<file path="config.mk">
export PLATFORM = sky130hd
export DESIGN_NAME = dpms_sequencer
export DESIGN_NICKNAME = d
export VERILOG_FILES = /design/src/design/dpms_pkg.sv /design/src/design/dpms_ramp.sv /design/src/design/dpms_sequencer.sv
export SDC_FILE = /design/constraint.sdc
export NUM_CORES = 1
export LEC_CHECK = 0
export ABC_AREA = 1
export BUFFER_PORTS_ARGS = -buffer_cell sky130_fd_sc_hd__buf_2
export CAP_MARGIN = 20
export CORE_MARGIN = 3
export CORE_UTILIZATION = 52
export DETAILED_ROUTE_END_ITERATION = 16
export MAX_ROUTING_LAYER = met4
export PLACE_DENSITY_LB_ADDON = 0.12
export SLEW_MARGIN = 30
export SYNTH_ARGS = -nofsm -noshare
export SYNTH_HDL_FRONTEND = slang
export SYNTH_HIERARCHICAL = 1
export SYNTH_SLANG_ARGS = --single-unit
</file>
<file path="constraint.sdc">
create_clock -name clock_i -period 2.6 [get_ports clock_i]
set_clock_uncertainty 0.15 [all_clocks]
set_input_delay 0 -clock clock_i [delete_from_list [all_inputs] [get_ports clock_i]]
set_output_delay 0 -clock clock_i [all_outputs]
set_load 0.01 [all_outputs]
</file>
<file path="src/design/dpms_pkg.sv">
/*
  Package of the deflection power mode sequencer: modes, register layout,
  reset values, ramp timing and the structs that carry grouped signals.
  Assumes a 100 MHz clock and a single I2C-style write port feeding it.
*/
package dpms_pkg;

  localparam int unsigned CLK_MHZ          = 100;
  localparam logic [6:0]  MODE_REG_SAD     = 7'h1A;
  localparam logic        BUFFERED_MSB     = 1'h1;
  localparam int unsigned PDR_BIT          = 0;
  localparam int unsigned REL_BIT          = 1;
  localparam logic        PDR_RESET        = 1'h1;
  localparam logic        REL_RESET        = 1'h0;
  localparam logic [7:0]  DUTY_MAX         = 8'hFF;
  localparam logic [7:0]  DUTY_MIN         = 8'h00;
  // One microsecond per step keeps a full ramp near 0.26 ms, so full
  // operation is reachable in a short run; slower supplies need more.
  localparam int unsigned RAMP_STEP_US     = 1;
  localparam int unsigned RAMP_STEP_CYCLES = RAMP_STEP_US * CLK_MHZ;
  localparam logic [15:0] RAMP_STEP_LAST   =
    16'(RAMP_STEP_CYCLES - 1);

  typedef enum logic [2:0] {
    DPMS_POR       = 3'h0,
    DPMS_STANDBY   = 3'h1,
    DPMS_SUPPLY_ON = 3'h2,
    DPMS_SOFTSTART = 3'h3,
    DPMS_OPERATE   = 3'h4,
    DPMS_SOFTDOWN  = 3'h5,
    DPMS_PROTECT   = 3'h6
  } dpms_mode_t;

  typedef struct packed {
    logic       valid;
    logic       buffered;
    logic [6:0] subaddr;
    logic [7:0] data;
  } dpms_write_t;

  typedef struct packed {
    logic supply_ok;
    logic dip_upper;
    logic dip_lower;
    logic fault;
    logic sync_locked;
  } dpms_sense_t;

  typedef struct packed {
    logic [7:0] line_duty;
    logic [7:0] supply_duty;
    logic       line_oe;
    logic       supply_oe;
  } dpms_drive_t;

endpackage : dpms_pkg

</file>
<file path="src/design/dpms_ramp.sv">
/*
  Duty ramp generator: steps a duty value up or down by one per tick.
  Assumes the caller supplies a one-cycle step tick and a direction.
*/
`timescale 1ns/1ns
module dpms_ramp (
  input  wire logic       clock_i,
  input  wire logic       reset_n_i,
  input  wire logic       tick_i,
  input  wire logic       up_i,
  input  wire logic       run_i,
  input  wire logic       clear_i,
  output logic      [7:0] duty_o,
  output logic            at_top_o,
  output logic            at_bottom_o
);
  typedef struct packed {
    logic [7:0] duty;
  } dpms_ramp_state_t;

  dpms_ramp_state_t state;
  dpms_ramp_state_t next_state;

  always_comb begin
    next_state = state;
    if (clear_i) begin
      next_state.duty = dpms_pkg::DUTY_MIN;
    end else if (run_i && tick_i) begin
      if (up_i && state.duty != dpms_pkg::DUTY_MAX) begin
        next_state.duty = state.duty + 8'h01;
      end else if (!up_i && state.duty != dpms_pkg::DUTY_MIN) begin
        next_state.duty = state.duty - 8'h01;
      end
    end
  end

  always_ff @(posedge clock_i or negedge reset_n_i) begin
    if (!reset_n_i) begin
      state <= '0;
    end else begin
      state <= next_state;
    end
  end

  assign duty_o      = state.duty;
  assign at_top_o    = (state.duty == dpms_pkg::DUTY_MAX);
  assign at_bottom_o = (state.duty == dpms_pkg::DUTY_MIN);
endmodule : dpms_ramp

</file>
<file path="src/design/dpms_sequencer.sv">
/*
  Operating-mode sequencer of a deflection controller: power-on reset,
  standby, supply enable, soft start, operation, soft down, protection.
  Assumes writes arrive decoded from the serial bus, one per transfer,
  and that supply and fault sense inputs are synchronous to clock_i.
*/
`timescale 1ns/1ns
module dpms_sequencer (
  input  wire logic                  clock_i,
  input  wire logic                  reset_n_i,
  input  wire dpms_pkg::dpms_write_t write_i,
  input  wire dpms_pkg::dpms_sense_t sense_i,
  input  wire logic                  prot_clear_i,
  output logic                       ack_enable_o,
  output logic                       supply_enable_o,
  output logic                       vertical_enable_o,
  output dpms_pkg::dpms_drive_t      drive_o,
  output logic                       sync_unlock_flag_o,
  output logic                       sync_unlock_oe_o,
  output logic                       clamp_blank_out_o,
  output logic                       sync_lock_loop_en_o,
  output logic                       phase_loop_en_o,
  output logic                       regs_valid_o,
  output dpms_pkg::dpms_mode_t       mode_o
);

  typedef struct packed {
    dpms_pkg::dpms_mode_t  mode;
    logic                  power_down_request_bit;
    logic                  drive_release_bit;
    logic                  dip_restart;
    logic                  regs_valid;
    logic [15:0]           step_count;
    logic                  ack_enable;
    logic                  supply_enable;
    logic                  vertical_enable;
    dpms_pkg::dpms_drive_t drive;
    logic                  unlock_flag;
    logic                  unlock_oe;
    logic                  blank;
    logic                  loops_en;
  } dpms_seq_state_t;

  dpms_seq_state_t state;
  dpms_seq_state_t next_state;

  logic       tick;
  logic       line_up;
  logic       line_run;
  logic       line_clear;
  logic       supply_up;
  logic       supply_run;
  logic       supply_clear;
  logic [7:0] line_duty;
  logic [7:0] supply_duty;
  logic       line_top;
  logic       line_bottom;
  logic       supply_top;
  logic       supply_bottom;
  logic       mode_write;

  // A mode bit write is recognised at either the direct or buffered alias.
  function automatic logic hits_mode_reg(input dpms_pkg::dpms_write_t w);
    return w.valid && w.subaddr == dpms_pkg::MODE_REG_SAD;
  endfunction : hits_mode_reg

  assign tick       = (state.step_count == dpms_pkg::RAMP_STEP_LAST);
  // Every valid write carries exactly one byte for one subaddress.
  assign mode_write = hits_mode_reg(write_i);

  generate
    genvar g;
    for (g = 0; g < 2; g++) begin : g_ramp
      logic d_up;
      logic d_run;
      logic d_clear;
      logic [7:0] d_duty;
      logic d_top;
      logic d_bot;
      assign d_up    = (g == 0) ? line_up : supply_up;
      assign d_run   = (g == 0) ? line_run : supply_run;
      assign d_clear = (g == 0) ? line_clear : supply_clear;
      dpms_ramp u_ramp (
        .clock_i     (clock_i),
        .reset_n_i   (reset_n_i),
        .tick_i      (tick),
        .up_i        (d_up),
        .run_i       (d_run),
        .clear_i     (d_clear),
        .duty_o      (d_duty),
        .at_top_o    (d_top),
        .at_bottom_o (d_bot)
      );
    end
  endgenerate

  assign line_duty     = g_ramp[0].d_duty;
  assign line_top      = g_ramp[0].d_top;
  assign line_bottom   = g_ramp[0].d_bot;
  assign supply_duty   = g_ramp[1].d_duty;
  assign supply_top    = g_ramp[1].d_top;
  assign supply_bottom = g_ramp[1].d_bot;

  always_comb begin
    line_up      = 1'h0;
    line_run     = 1'h0;
    line_clear   = 1'h0;
    supply_up    = 1'h0;
    supply_run   = 1'h0;
    supply_clear = 1'h0;
    case (state.mode)
      dpms_pkg::DPMS_SOFTSTART: begin
        line_up    = 1'h1;
        line_run   = 1'h1;
        supply_up  = 1'h1;
        supply_run = 1'h1;
      end
      dpms_pkg::DPMS_SOFTDOWN: begin
        // Supply drive first; the line drive follows once it is down.
        supply_run = 1'h1;
        line_run   = supply_bottom;
      end
      dpms_pkg::DPMS_OPERATE: begin
      end
      default: begin
        line_clear   = 1'h1;
        supply_clear = 1'h1;
      end
    endcase
    if (sense_i.dip_lower || !sense_i.supply_ok) begin
      line_clear   = 1'h1;
      supply_clear = 1'h1;
    end
  end

  always_comb begin
    next_state = state;
    next_state.step_count = tick ? 16'h0000 : state.step_count + 16'h0001;

    // Host writes to the mode register; ignored in power-on reset.
    if (mode_write && state.mode != dpms_pkg::DPMS_POR) begin
      next_state.power_down_request_bit = write_i.data[dpms_pkg::PDR_BIT];
      // A release request is dropped while the upper dip is active.
      if (!(sense_i.dip_upper && write_i.data[dpms_pkg::REL_BIT])) begin
        next_state.drive_release_bit = write_i.data[dpms_pkg::REL_BIT];
      end
    end
    if (write_i.valid && !mode_write && state.mode != dpms_pkg::DPMS_POR
        && state.mode != dpms_pkg::DPMS_STANDBY) begin
      next_state.regs_valid = 1'h1;
    end
    if (prot_clear_i) begin
      next_state.power_down_request_bit = 1'h0;
      next_state.drive_release_bit      = 1'h0;
    end

    case (state.mode)
      dpms_pkg::DPMS_POR: begin
        next_state.power_down_request_bit = dpms_pkg::PDR_RESET;
        next_state.drive_release_bit      = dpms_pkg::REL_RESET;
        if (sense_i.supply_ok) begin
          next_state.mode = dpms_pkg::DPMS_STANDBY;
        end
      end
      dpms_pkg::DPMS_STANDBY: begin
        if (!next_state.power_down_request_bit) begin
          next_state.mode = dpms_pkg::DPMS_SUPPLY_ON;
        end
      end
      dpms_pkg::DPMS_SUPPLY_ON: begin
        if (next_state.power_down_request_bit) begin
          next_state.mode = dpms_pkg::DPMS_STANDBY;
        end else if (next_state.drive_release_bit) begin
          next_state.mode = dpms_pkg::DPMS_SOFTSTART;
        end
      end
      dpms_pkg::DPMS_SOFTSTART: begin
        if (!next_state.drive_release_bit) begin
          next_state.mode = dpms_pkg::DPMS_SOFTDOWN;
        end else if (line_top && supply_top) begin
          next_state.mode = dpms_pkg::DPMS_OPERATE;
        end
      end
      dpms_pkg::DPMS_OPERATE: begin
        if (sense_i.fault) begin
          next_state.mode = dpms_pkg::DPMS_PROTECT;
        end else if (sense_i.dip_upper) begin
          next_state.dip_restart = 1'h1;
          next_state.mode        = dpms_pkg::DPMS_SOFTDOWN;
        end else if (!next_state.drive_release_bit) begin
          next_state.mode = dpms_pkg::DPMS_SOFTDOWN;
        end
      end
      dpms_pkg::DPMS_SOFTDOWN: begin
        if (supply_bottom && line_bottom) begin
          if (state.dip_restart && !sense_i.dip_upper) begin
            next_state.dip_restart = 1'h0;
            next_state.mode        = dpms_pkg::DPMS_SOFTSTART;
          end else if (!state.dip_restart) begin
            next_state.mode = next_state.power_down_request_bit
                            ? dpms_pkg::DPMS_STANDBY
                            : dpms_pkg::DPMS_SUPPLY_ON;
          end
        end
      end
      dpms_pkg::DPMS_PROTECT: begin
        if (mode_write && next_state.drive_release_bit) begin
          next_state.mode = dpms_pkg::DPMS_SOFTSTART;
        end else if (!next_state.drive_release_bit
                     && next_state.power_down_request_bit) begin
          next_state.mode = dpms_pkg::DPMS_STANDBY;
        end
      end
      default: begin
        next_state.mode = dpms_pkg::DPMS_POR;
      end
    endcase

    // A deep dip or loss of supply wins over every other transition.
    if (!sense_i.supply_ok) begin
      next_state.mode = dpms_pkg::DPMS_POR;
      next_state.dip_restart = 1'h0;
    end else if (sense_i.dip_lower && state.mode != dpms_pkg::DPMS_POR) begin
      next_state.mode        = dpms_pkg::DPMS_STANDBY;
      next_state.dip_restart = 1'h0;
    end

    // Contents are dropped on the very edge that enters standby.
    if (next_state.mode inside {dpms_pkg::DPMS_POR,
                                dpms_pkg::DPMS_STANDBY}) begin
      next_state.regs_valid = 1'h0;
    end

    // Outputs are registered from the next mode so they follow it exactly.
    next_state.ack_enable = (next_state.mode != dpms_pkg::DPMS_POR);
    next_state.supply_enable =
      !(next_state.mode inside {dpms_pkg::DPMS_POR,
                                dpms_pkg::DPMS_STANDBY});
    next_state.vertical_enable = next_state.supply_enable &&
      next_state.mode != dpms_pkg::DPMS_PROTECT;
    next_state.drive.line_duty   = line_duty;
    next_state.drive.supply_duty = supply_duty;
    next_state.drive.line_oe = next_state.mode inside
      {dpms_pkg::DPMS_SOFTSTART, dpms_pkg::DPMS_OPERATE,
       dpms_pkg::DPMS_SOFTDOWN};
    next_state.drive.supply_oe = next_state.drive.line_oe;
    next_state.loops_en = next_state.mode inside
      {dpms_pkg::DPMS_SOFTSTART, dpms_pkg::DPMS_OPERATE};
    next_state.blank = (next_state.mode == dpms_pkg::DPMS_PROTECT);
    next_state.unlock_oe = (next_state.mode != dpms_pkg::DPMS_PROTECT);
    // Flag drops only in full operation once the loop reports lock.
    next_state.unlock_flag = !(next_state.mode == dpms_pkg::DPMS_OPERATE
                               && sense_i.sync_locked);
  end

  // All state is cleared at reset; the mode, the mode bits, the unlock
  // flag and its output enable then take their reset values.
  always_ff @(posedge clock_i or negedge reset_n_i) begin
    if (!reset_n_i) begin
      state                        <= '0;
      state.mode                   <= dpms_pkg::DPMS_POR;
      state.power_down_request_bit <= dpms_pkg::PDR_RESET;
      state.drive_release_bit      <= dpms_pkg::REL_RESET;
      state.unlock_flag            <= 1'h1;
      state.unlock_oe              <= 1'h1;
    end else begin
      state <= next_state;
    end
  end

  assign ack_enable_o        = state.ack_enable;
  assign supply_enable_o     = state.supply_enable;
  assign vertical_enable_o   = state.vertical_enable;
  assign drive_o             = state.drive;
  assign sync_unlock_flag_o  = state.unlock_flag;
  assign sync_unlock_oe_o    = state.unlock_oe;
  assign clamp_blank_out_o   = state.blank;
  assign sync_lock_loop_en_o = state.loops_en;
  assign phase_loop_en_o     = state.loops_en;
  assign regs_valid_o        = state.regs_valid;
  assign mode_o              = state.mode;

endmodule : dpms_sequencer

</file>
[After elaboration in Yosys (flattened, before gate mapping)]
Index checks and enable logic that the tools add are counted.
Word-level totals
  register bits after elaboration: 63
  bits in latches: 0
  bits in writable memories: 0
  memory bits (read-only): 0
  input bits: 25
  output and inout port bits: 30
  word-level logic and storage cells: 140
  memories: 0
Cells by class
  $add $sub $neg: 5
  $mul: 0
  divide/modulo/power cells: 0
  $lt $le $gt $ge: 0
  equal/unequal tests: 24
  shifts and indexed selects: 0
  muxes and demuxes: 44
  bitwise operators: 0
  reduce and logical (&&, ||, !) cells: 49
Operators by type and width (count)
  $mux 8: 8
  $mux 3: 15
  $pmux 3 s7: 1
  $logic_and 1x1->1: 20
  $eq 3x3->1 const B: 6
  $add 16x1->16 const B: 1
  $add 8x1->8 const B: 2
  $eq 16x7->1 const B: 1
  $eq 8x8->1 const B: 2
  $logic_not 8->1: 2
  $mux 16: 1
  $ne 4x4->1 const B: 4
  $ne 8x8->1 const B: 2
  $reduce_bool 8->1: 2
  $sub 8x1->8 const B: 2
  $reduce_bool 3->1: 5
  $mux 1: 13
  $reduce_bool 2->1: 5
  $eq 3x2->1 const B: 3
  $mux 2: 4
  $eq 7x5->1 const B: 1
  $logic_not 1->1: 7
  $eq 3x1->1 const B: 2
  $logic_not 3->1: 2
  9 further kinds: 11

[Depth between registers and ports, before layout]
  depth in word-level cells: 16
  mapped depth: 17
  mapped depth without buffers: 17

[Cells and area by module]
Netlist, hierarchy kept.
By module, submodules not included
  dpms_sequencer: instances 1, cells an instance 273, area an instance 2323.5 µm², sequential area each 1179.9 µm²
  dpms_ramp (g_ramp[0].u_ramp): instances 1, cells an instance 123, area an instance 782.0 µm², sequential area each 200.2 µm²
  dpms_ramp (g_ramp[1].u_ramp): instances 1, cells an instance 110, area an instance 754.5 µm², sequential area each 200.2 µm²

[Worst setup path after synthesis]
No wires, ideal clock.
  path type: flip-flop to flip-flop
  start point: register state (netlist bit mode_o[1])
  end point: register g_ramp[1].u_ramp.state (netlist bit g_ramp[1].u_ramp/duty_o[6])
  library setup time: 0.075 ns
  arrival: 2.205 ns
  required time: 2.375 ns
  setup slack: 0.170 ns
  cell stages (with the launch flop): 12
  path buffers: 0
  period minus slack after synthesis: 2.430 ns
  path through: dfrtp_1 nand2_1 nor2_1 nand2_4 ha_1 nand2_1 inv_1 o21ai_0 nand3_1 nand2_1 nand2_1 o21ai_2
Between the ends
  word-level cells in the longest chain between the ends: 6
  elaborated cells on any way between the ends: 19
  those cells by class: eq/ne (3); mux (7); reduce/logical (9)
Ends and longest elaborated chain
  start: declaration: line dpms_sequencer.sv:44  | dpms_seq_state_t state;
  start signal: assignment: line dpms_sequencer.sv:267  | state <= next_state;
  $eq 3x2->1 (*)
  $mux 1 (*)
  net g_ramp[0].d_up: line dpms_sequencer.sv:74  | logic d_up;
  $logic_and 1x1->1 / $logic_not 1->1 (equally long branches): line dpms_ramp.sv:29, dpms_ramp.sv:31
  $mux 8 / $logic_and 1x1->1 (equally long branches): line dpms_ramp.sv:29, dpms_ramp.sv:31
  $mux 8 / $reduce_bool 3->1 (equally long branches)
  $mux 8 / $reduce_and 2->1 (equally long branches)
  end signal: assignment: line dpms_ramp.sv:41  | state <= next_state;
  end: declaration: line dpms_ramp.sv:21  | dpms_ramp_state_t state;
The timed path passes the listed nets; every way through them passes the cells marked *. The select of a mux whose other input is x is not followed.
A chain may end at the register's enable or synchronous reset.

[Worst setup path in the final report]
  start point: register state (netlist bit mode_o[1])
  end point: register g_ramp[0].u_ramp.state (netlist bit g_ramp[0].u_ramp/duty_o[7])
Between the ends
  word-level cells in the longest chain between the ends: 6
  elaborated cells on any way between the ends: 18
  those cells by class: eq/ne (3); mux (7); reduce/logical (8)
Ends and longest elaborated chain
  $eq 3x2->1 (*): line dpms_sequencer.sv:111  | case (state.mode)
  $mux 1 (*): line dpms_sequencer.sv:111
  net g_ramp[0].d_up: line dpms_sequencer.sv:74
  $logic_and 1x1->1 / $logic_not 1->1 (equally long branches): line dpms_ramp.sv:29, dpms_ramp.sv:31
  $mux 8 / $logic_and 1x1->1 (equally long branches): line dpms_ramp.sv:29, dpms_ramp.sv:31
  $mux 8 / $reduce_bool 3->1 (equally long branches)
  $mux 8 / $reduce_and 2->1 (equally long branches)
  end signal: assignment: line dpms_ramp.sv:41
  end: declaration: line dpms_ramp.sv:21
Marks and branches as above.

==> results.yml <==
place:
  dpl.cell_count: 631
  place.gp.congestion: 0.852
  dpl_cell_area_sq_um: 4080
  portBuffers: 47
  dp_hpwl_microns: 5770
synth:
  synth_top_cell_by_area: "dfrtp_1"
  synth_warnings: 6
  synth_ff_type: "dfrtp_1"
  synthArstFlopShare_pct: 100
  synth_top_area_share_pct: 38.9
  synthTopCellsByCount: "nand2_1, inv_1, dfrtp_1"
  yosysSeqAreaShare_pct: 40.9
  syn_area_sq_um: 3860
  syn_area_per_cell_sq_um: 7.63
  synthTopCellsByArea: "dfrtp_1, nand2_1, inv_1, buf_4, ha_1"
  synth_edf_count: 0
  syn_nets: 546
  yosysMostFrequentCell: "nand2_1"
  ys_ff_latch: 63
  synthesis.instances: 506
  ys_types: 34
setup_path:
  crit_required_ns: 2.68
  critPathCaptureType: "flip-flop"
  start_kind: "flip-flop"
  cp.arrival_ns: 2.39
  path_class: "flip-flop to flip-flop"
  crit_path_max_fanout: 11
flow_run:
  maxCapViolCount: 0
routing:
  wl_microns: 8230
  drc_errors: 0
  dr.first_iter.drc_count: 116
  via_per_inst: 4.99
  routedWlPerCell_microns: 12.4
  drt-pass1-iter-count: 5
  ant_nets: 0
  vias: 3307
cells_and_area:
  fill_cells: 618
  layout.cells.non_filler: 663
  nets: 602
  final_util_pct: 65.3
  area_growth_pct: 18.2
  antennaDiodeCount: 0
  final_cell_area_sq_um: 4560
  drive_gt1_share_pct: 25.0
cts:
  root_buffer: "clkbuf_8"
  clockBufferDepth: 2
  tritoncts: "yes"
  cts_buffers: 9
  insertion_delay_ns: 0.34
  clk_pin_slew_worst_paths_ns: 0.08
  h-tree-depth: 3
  cts.sinks: 63
global_route:
  grtUsageMet1_pct: 25.3
  grtUsageTotal_pct: 21.1
  top_usage_layer: "met2"
  grt_max_degree: 26
  grt_pass1_wl_microns: 14000
  grt_use_met2_pct: 35.3
  grt_pass1_vias: 3199
  antenna_found_initial: 0
  met3_usage_pct: 4.43
  gr-total-overflow: 0
min_path:
  hold_class: "primary input to flip-flop"
status:
  status: "finished clean"
sta:
  drv_slew: 0
  period_needed_ns: 2.31
  setup_viol: 0
  clock.fmax_mhz: 433
  worstMarginPinSlew_ns: 0.797
  setup-tns-final_ns: 0
  grt_setup_unrepaired: "false"
  finalCritPeriodShare_pct: 88.9
  slew_headroom_pct: 46.7
  finalHoldViolations: 0
power:
  leakage_nw: 2.55
  p_per_area_nw_per_um2: 549
  peakVddDrop_uv: 365
floorplan:
  fp.dieH_microns: 92.2
  start_util_pct: 55.3
  core_sq_um: 6980
  rows: 30
  ios: 55
  die_area_sq_um: 8490
  die_w_microns: 92.2
## worst max-delay path: stages (launching register included)
cell and delay, ns:
dfrtp_2 0.47, nand2_1 0.10, nor2_1 0.10, buf_4 0.20, nand2_4 0.13, ha_1 0.36
nand2_1 0.10, nand2_1 0.07, a21oi_1 0.14, nand2_1 0.10, nand3_1 0.09, nand2_1 0.06
nand2_1 0.05, nand2_1 0.05
## per-layer routing
layer | vias up | share of wire, %
met5 | - | 0
met4 | 0 | 1.3
met3 | 10 | 5.3
met2 | 102 | 50
met1 | 1542 | 44
li1 | 1653 | -
## timing repair
action | CTS | global route
hold buffers | 11 | 0
buffers inserted | 0 | 6
endpoints found under the setup margin | 0 | 1
endpoints found under the hold margin | 70 | 0
resized for setup | 0 | 39
## flip-flops by register name (all words and copies together), names as in the netlist
name / cells
mode_o: 3
supply_enable_o: 1
g_ramp.u_ramp/duty_o: 16
vertical_enable_o: 1
regs_valid_o: 1
phase_loop_en_o: 1
drive_o: 17
clamp_blank_out_o: 1
sync_unlock_flag_o: 1
sync_unlock_oe_o: 1
state: 19
ack_enable_o: 1
## area by class of cell
cell class,instances,area [sq um],area share [%]
Multi-Input combinational cell,328,1830,40.1
Inverter,92,348,7.62
Timing Repair Buffer,68,422,9.24
Tap cell,96,120,2.63
Clock buffer,9,124,2.72
Clock inverter,7,120,2.63
Sequential cell,63,1600,35.0
## power breakdown
part           total, mW  internal (mW)  switching [mW]  leakage (nW)
combinational      0.429          0.157           0.272          1.60
clock               1.04          0.640           0.405         0.120
sequential          1.03           1.01          0.0169         0.827
## placed cells by master (no fill, tap or decap), drive strengths merged, types with 7 or more instances in the layout
cell type | synthesis | final
buf | 23 | 58
ha | 13 | 13
dfrtp | 60 | 60
xor2 | 7 | 7
nand3 | 32 | 32
o21ai | 17 | 17
nand2 | 159 | 159
inv | 92 | 93
nor3 | 8 | 8
xnor2 | 7 | 7
nor2 | 49 | 49
nand4 | 8 | 8
clkbuf | 0 | 9
a21oi | 14 | 14
dlygate4sd3 | 0 | 10
## metrics by stage
step | worst slack (ns) | hold slack (ns) | total power, mW
5_1_grt | 0.143 | 0.0704 | 2.62
2_1_floorplan | 0.170 | -0.446 | 1.32
3_3_place_gp | 0.318 | -0.173 | 1.41
6_report | 0.288 | 0.0431 | 2.50
4_1_cts | 0.0298 | 0.0268 | 2.49
3_5_place_dp | 0.268 | -0.172 | 1.43
## path summary, 6_finish.rpt
check / startpoint / end / slack, ns / cells after the start
min in group asynchronous: reset_n_i / state[44] / 0.09 / 2
max in group asynchronous: reset_n_i / g_ramp[0].u_ramp/duty_o[7] / 0.93 / 3
worst max register to register: mode_o[1] / g_ramp[0].u_ramp/duty_o[7] / 0.29 / 13
worst min-delay path: sense_i[2] / state[42] / 0.04 / 5
worst max-delay path: mode_o[1] / g_ramp[0].u_ramp/duty_o[7] / 0.29 / 13
worst min register to register: g_ramp[1].u_ramp/duty_o[4] / drive_o[6] / 0.30 / 0
## kinds of logic after synthesis
group / after synthesis / synth area share (%)
buffers and inverters: 115 / 13.4
and+or+nand+nor: 261 / 30.4
xor gates and xnor gates: 14 / 3.18
AOI/OAI and AO/OA: 38 / 6.77
DFF: 63 / 40.9
adders and majority gates: 15 / 5.25
Power figures use the tool's default switching activity.
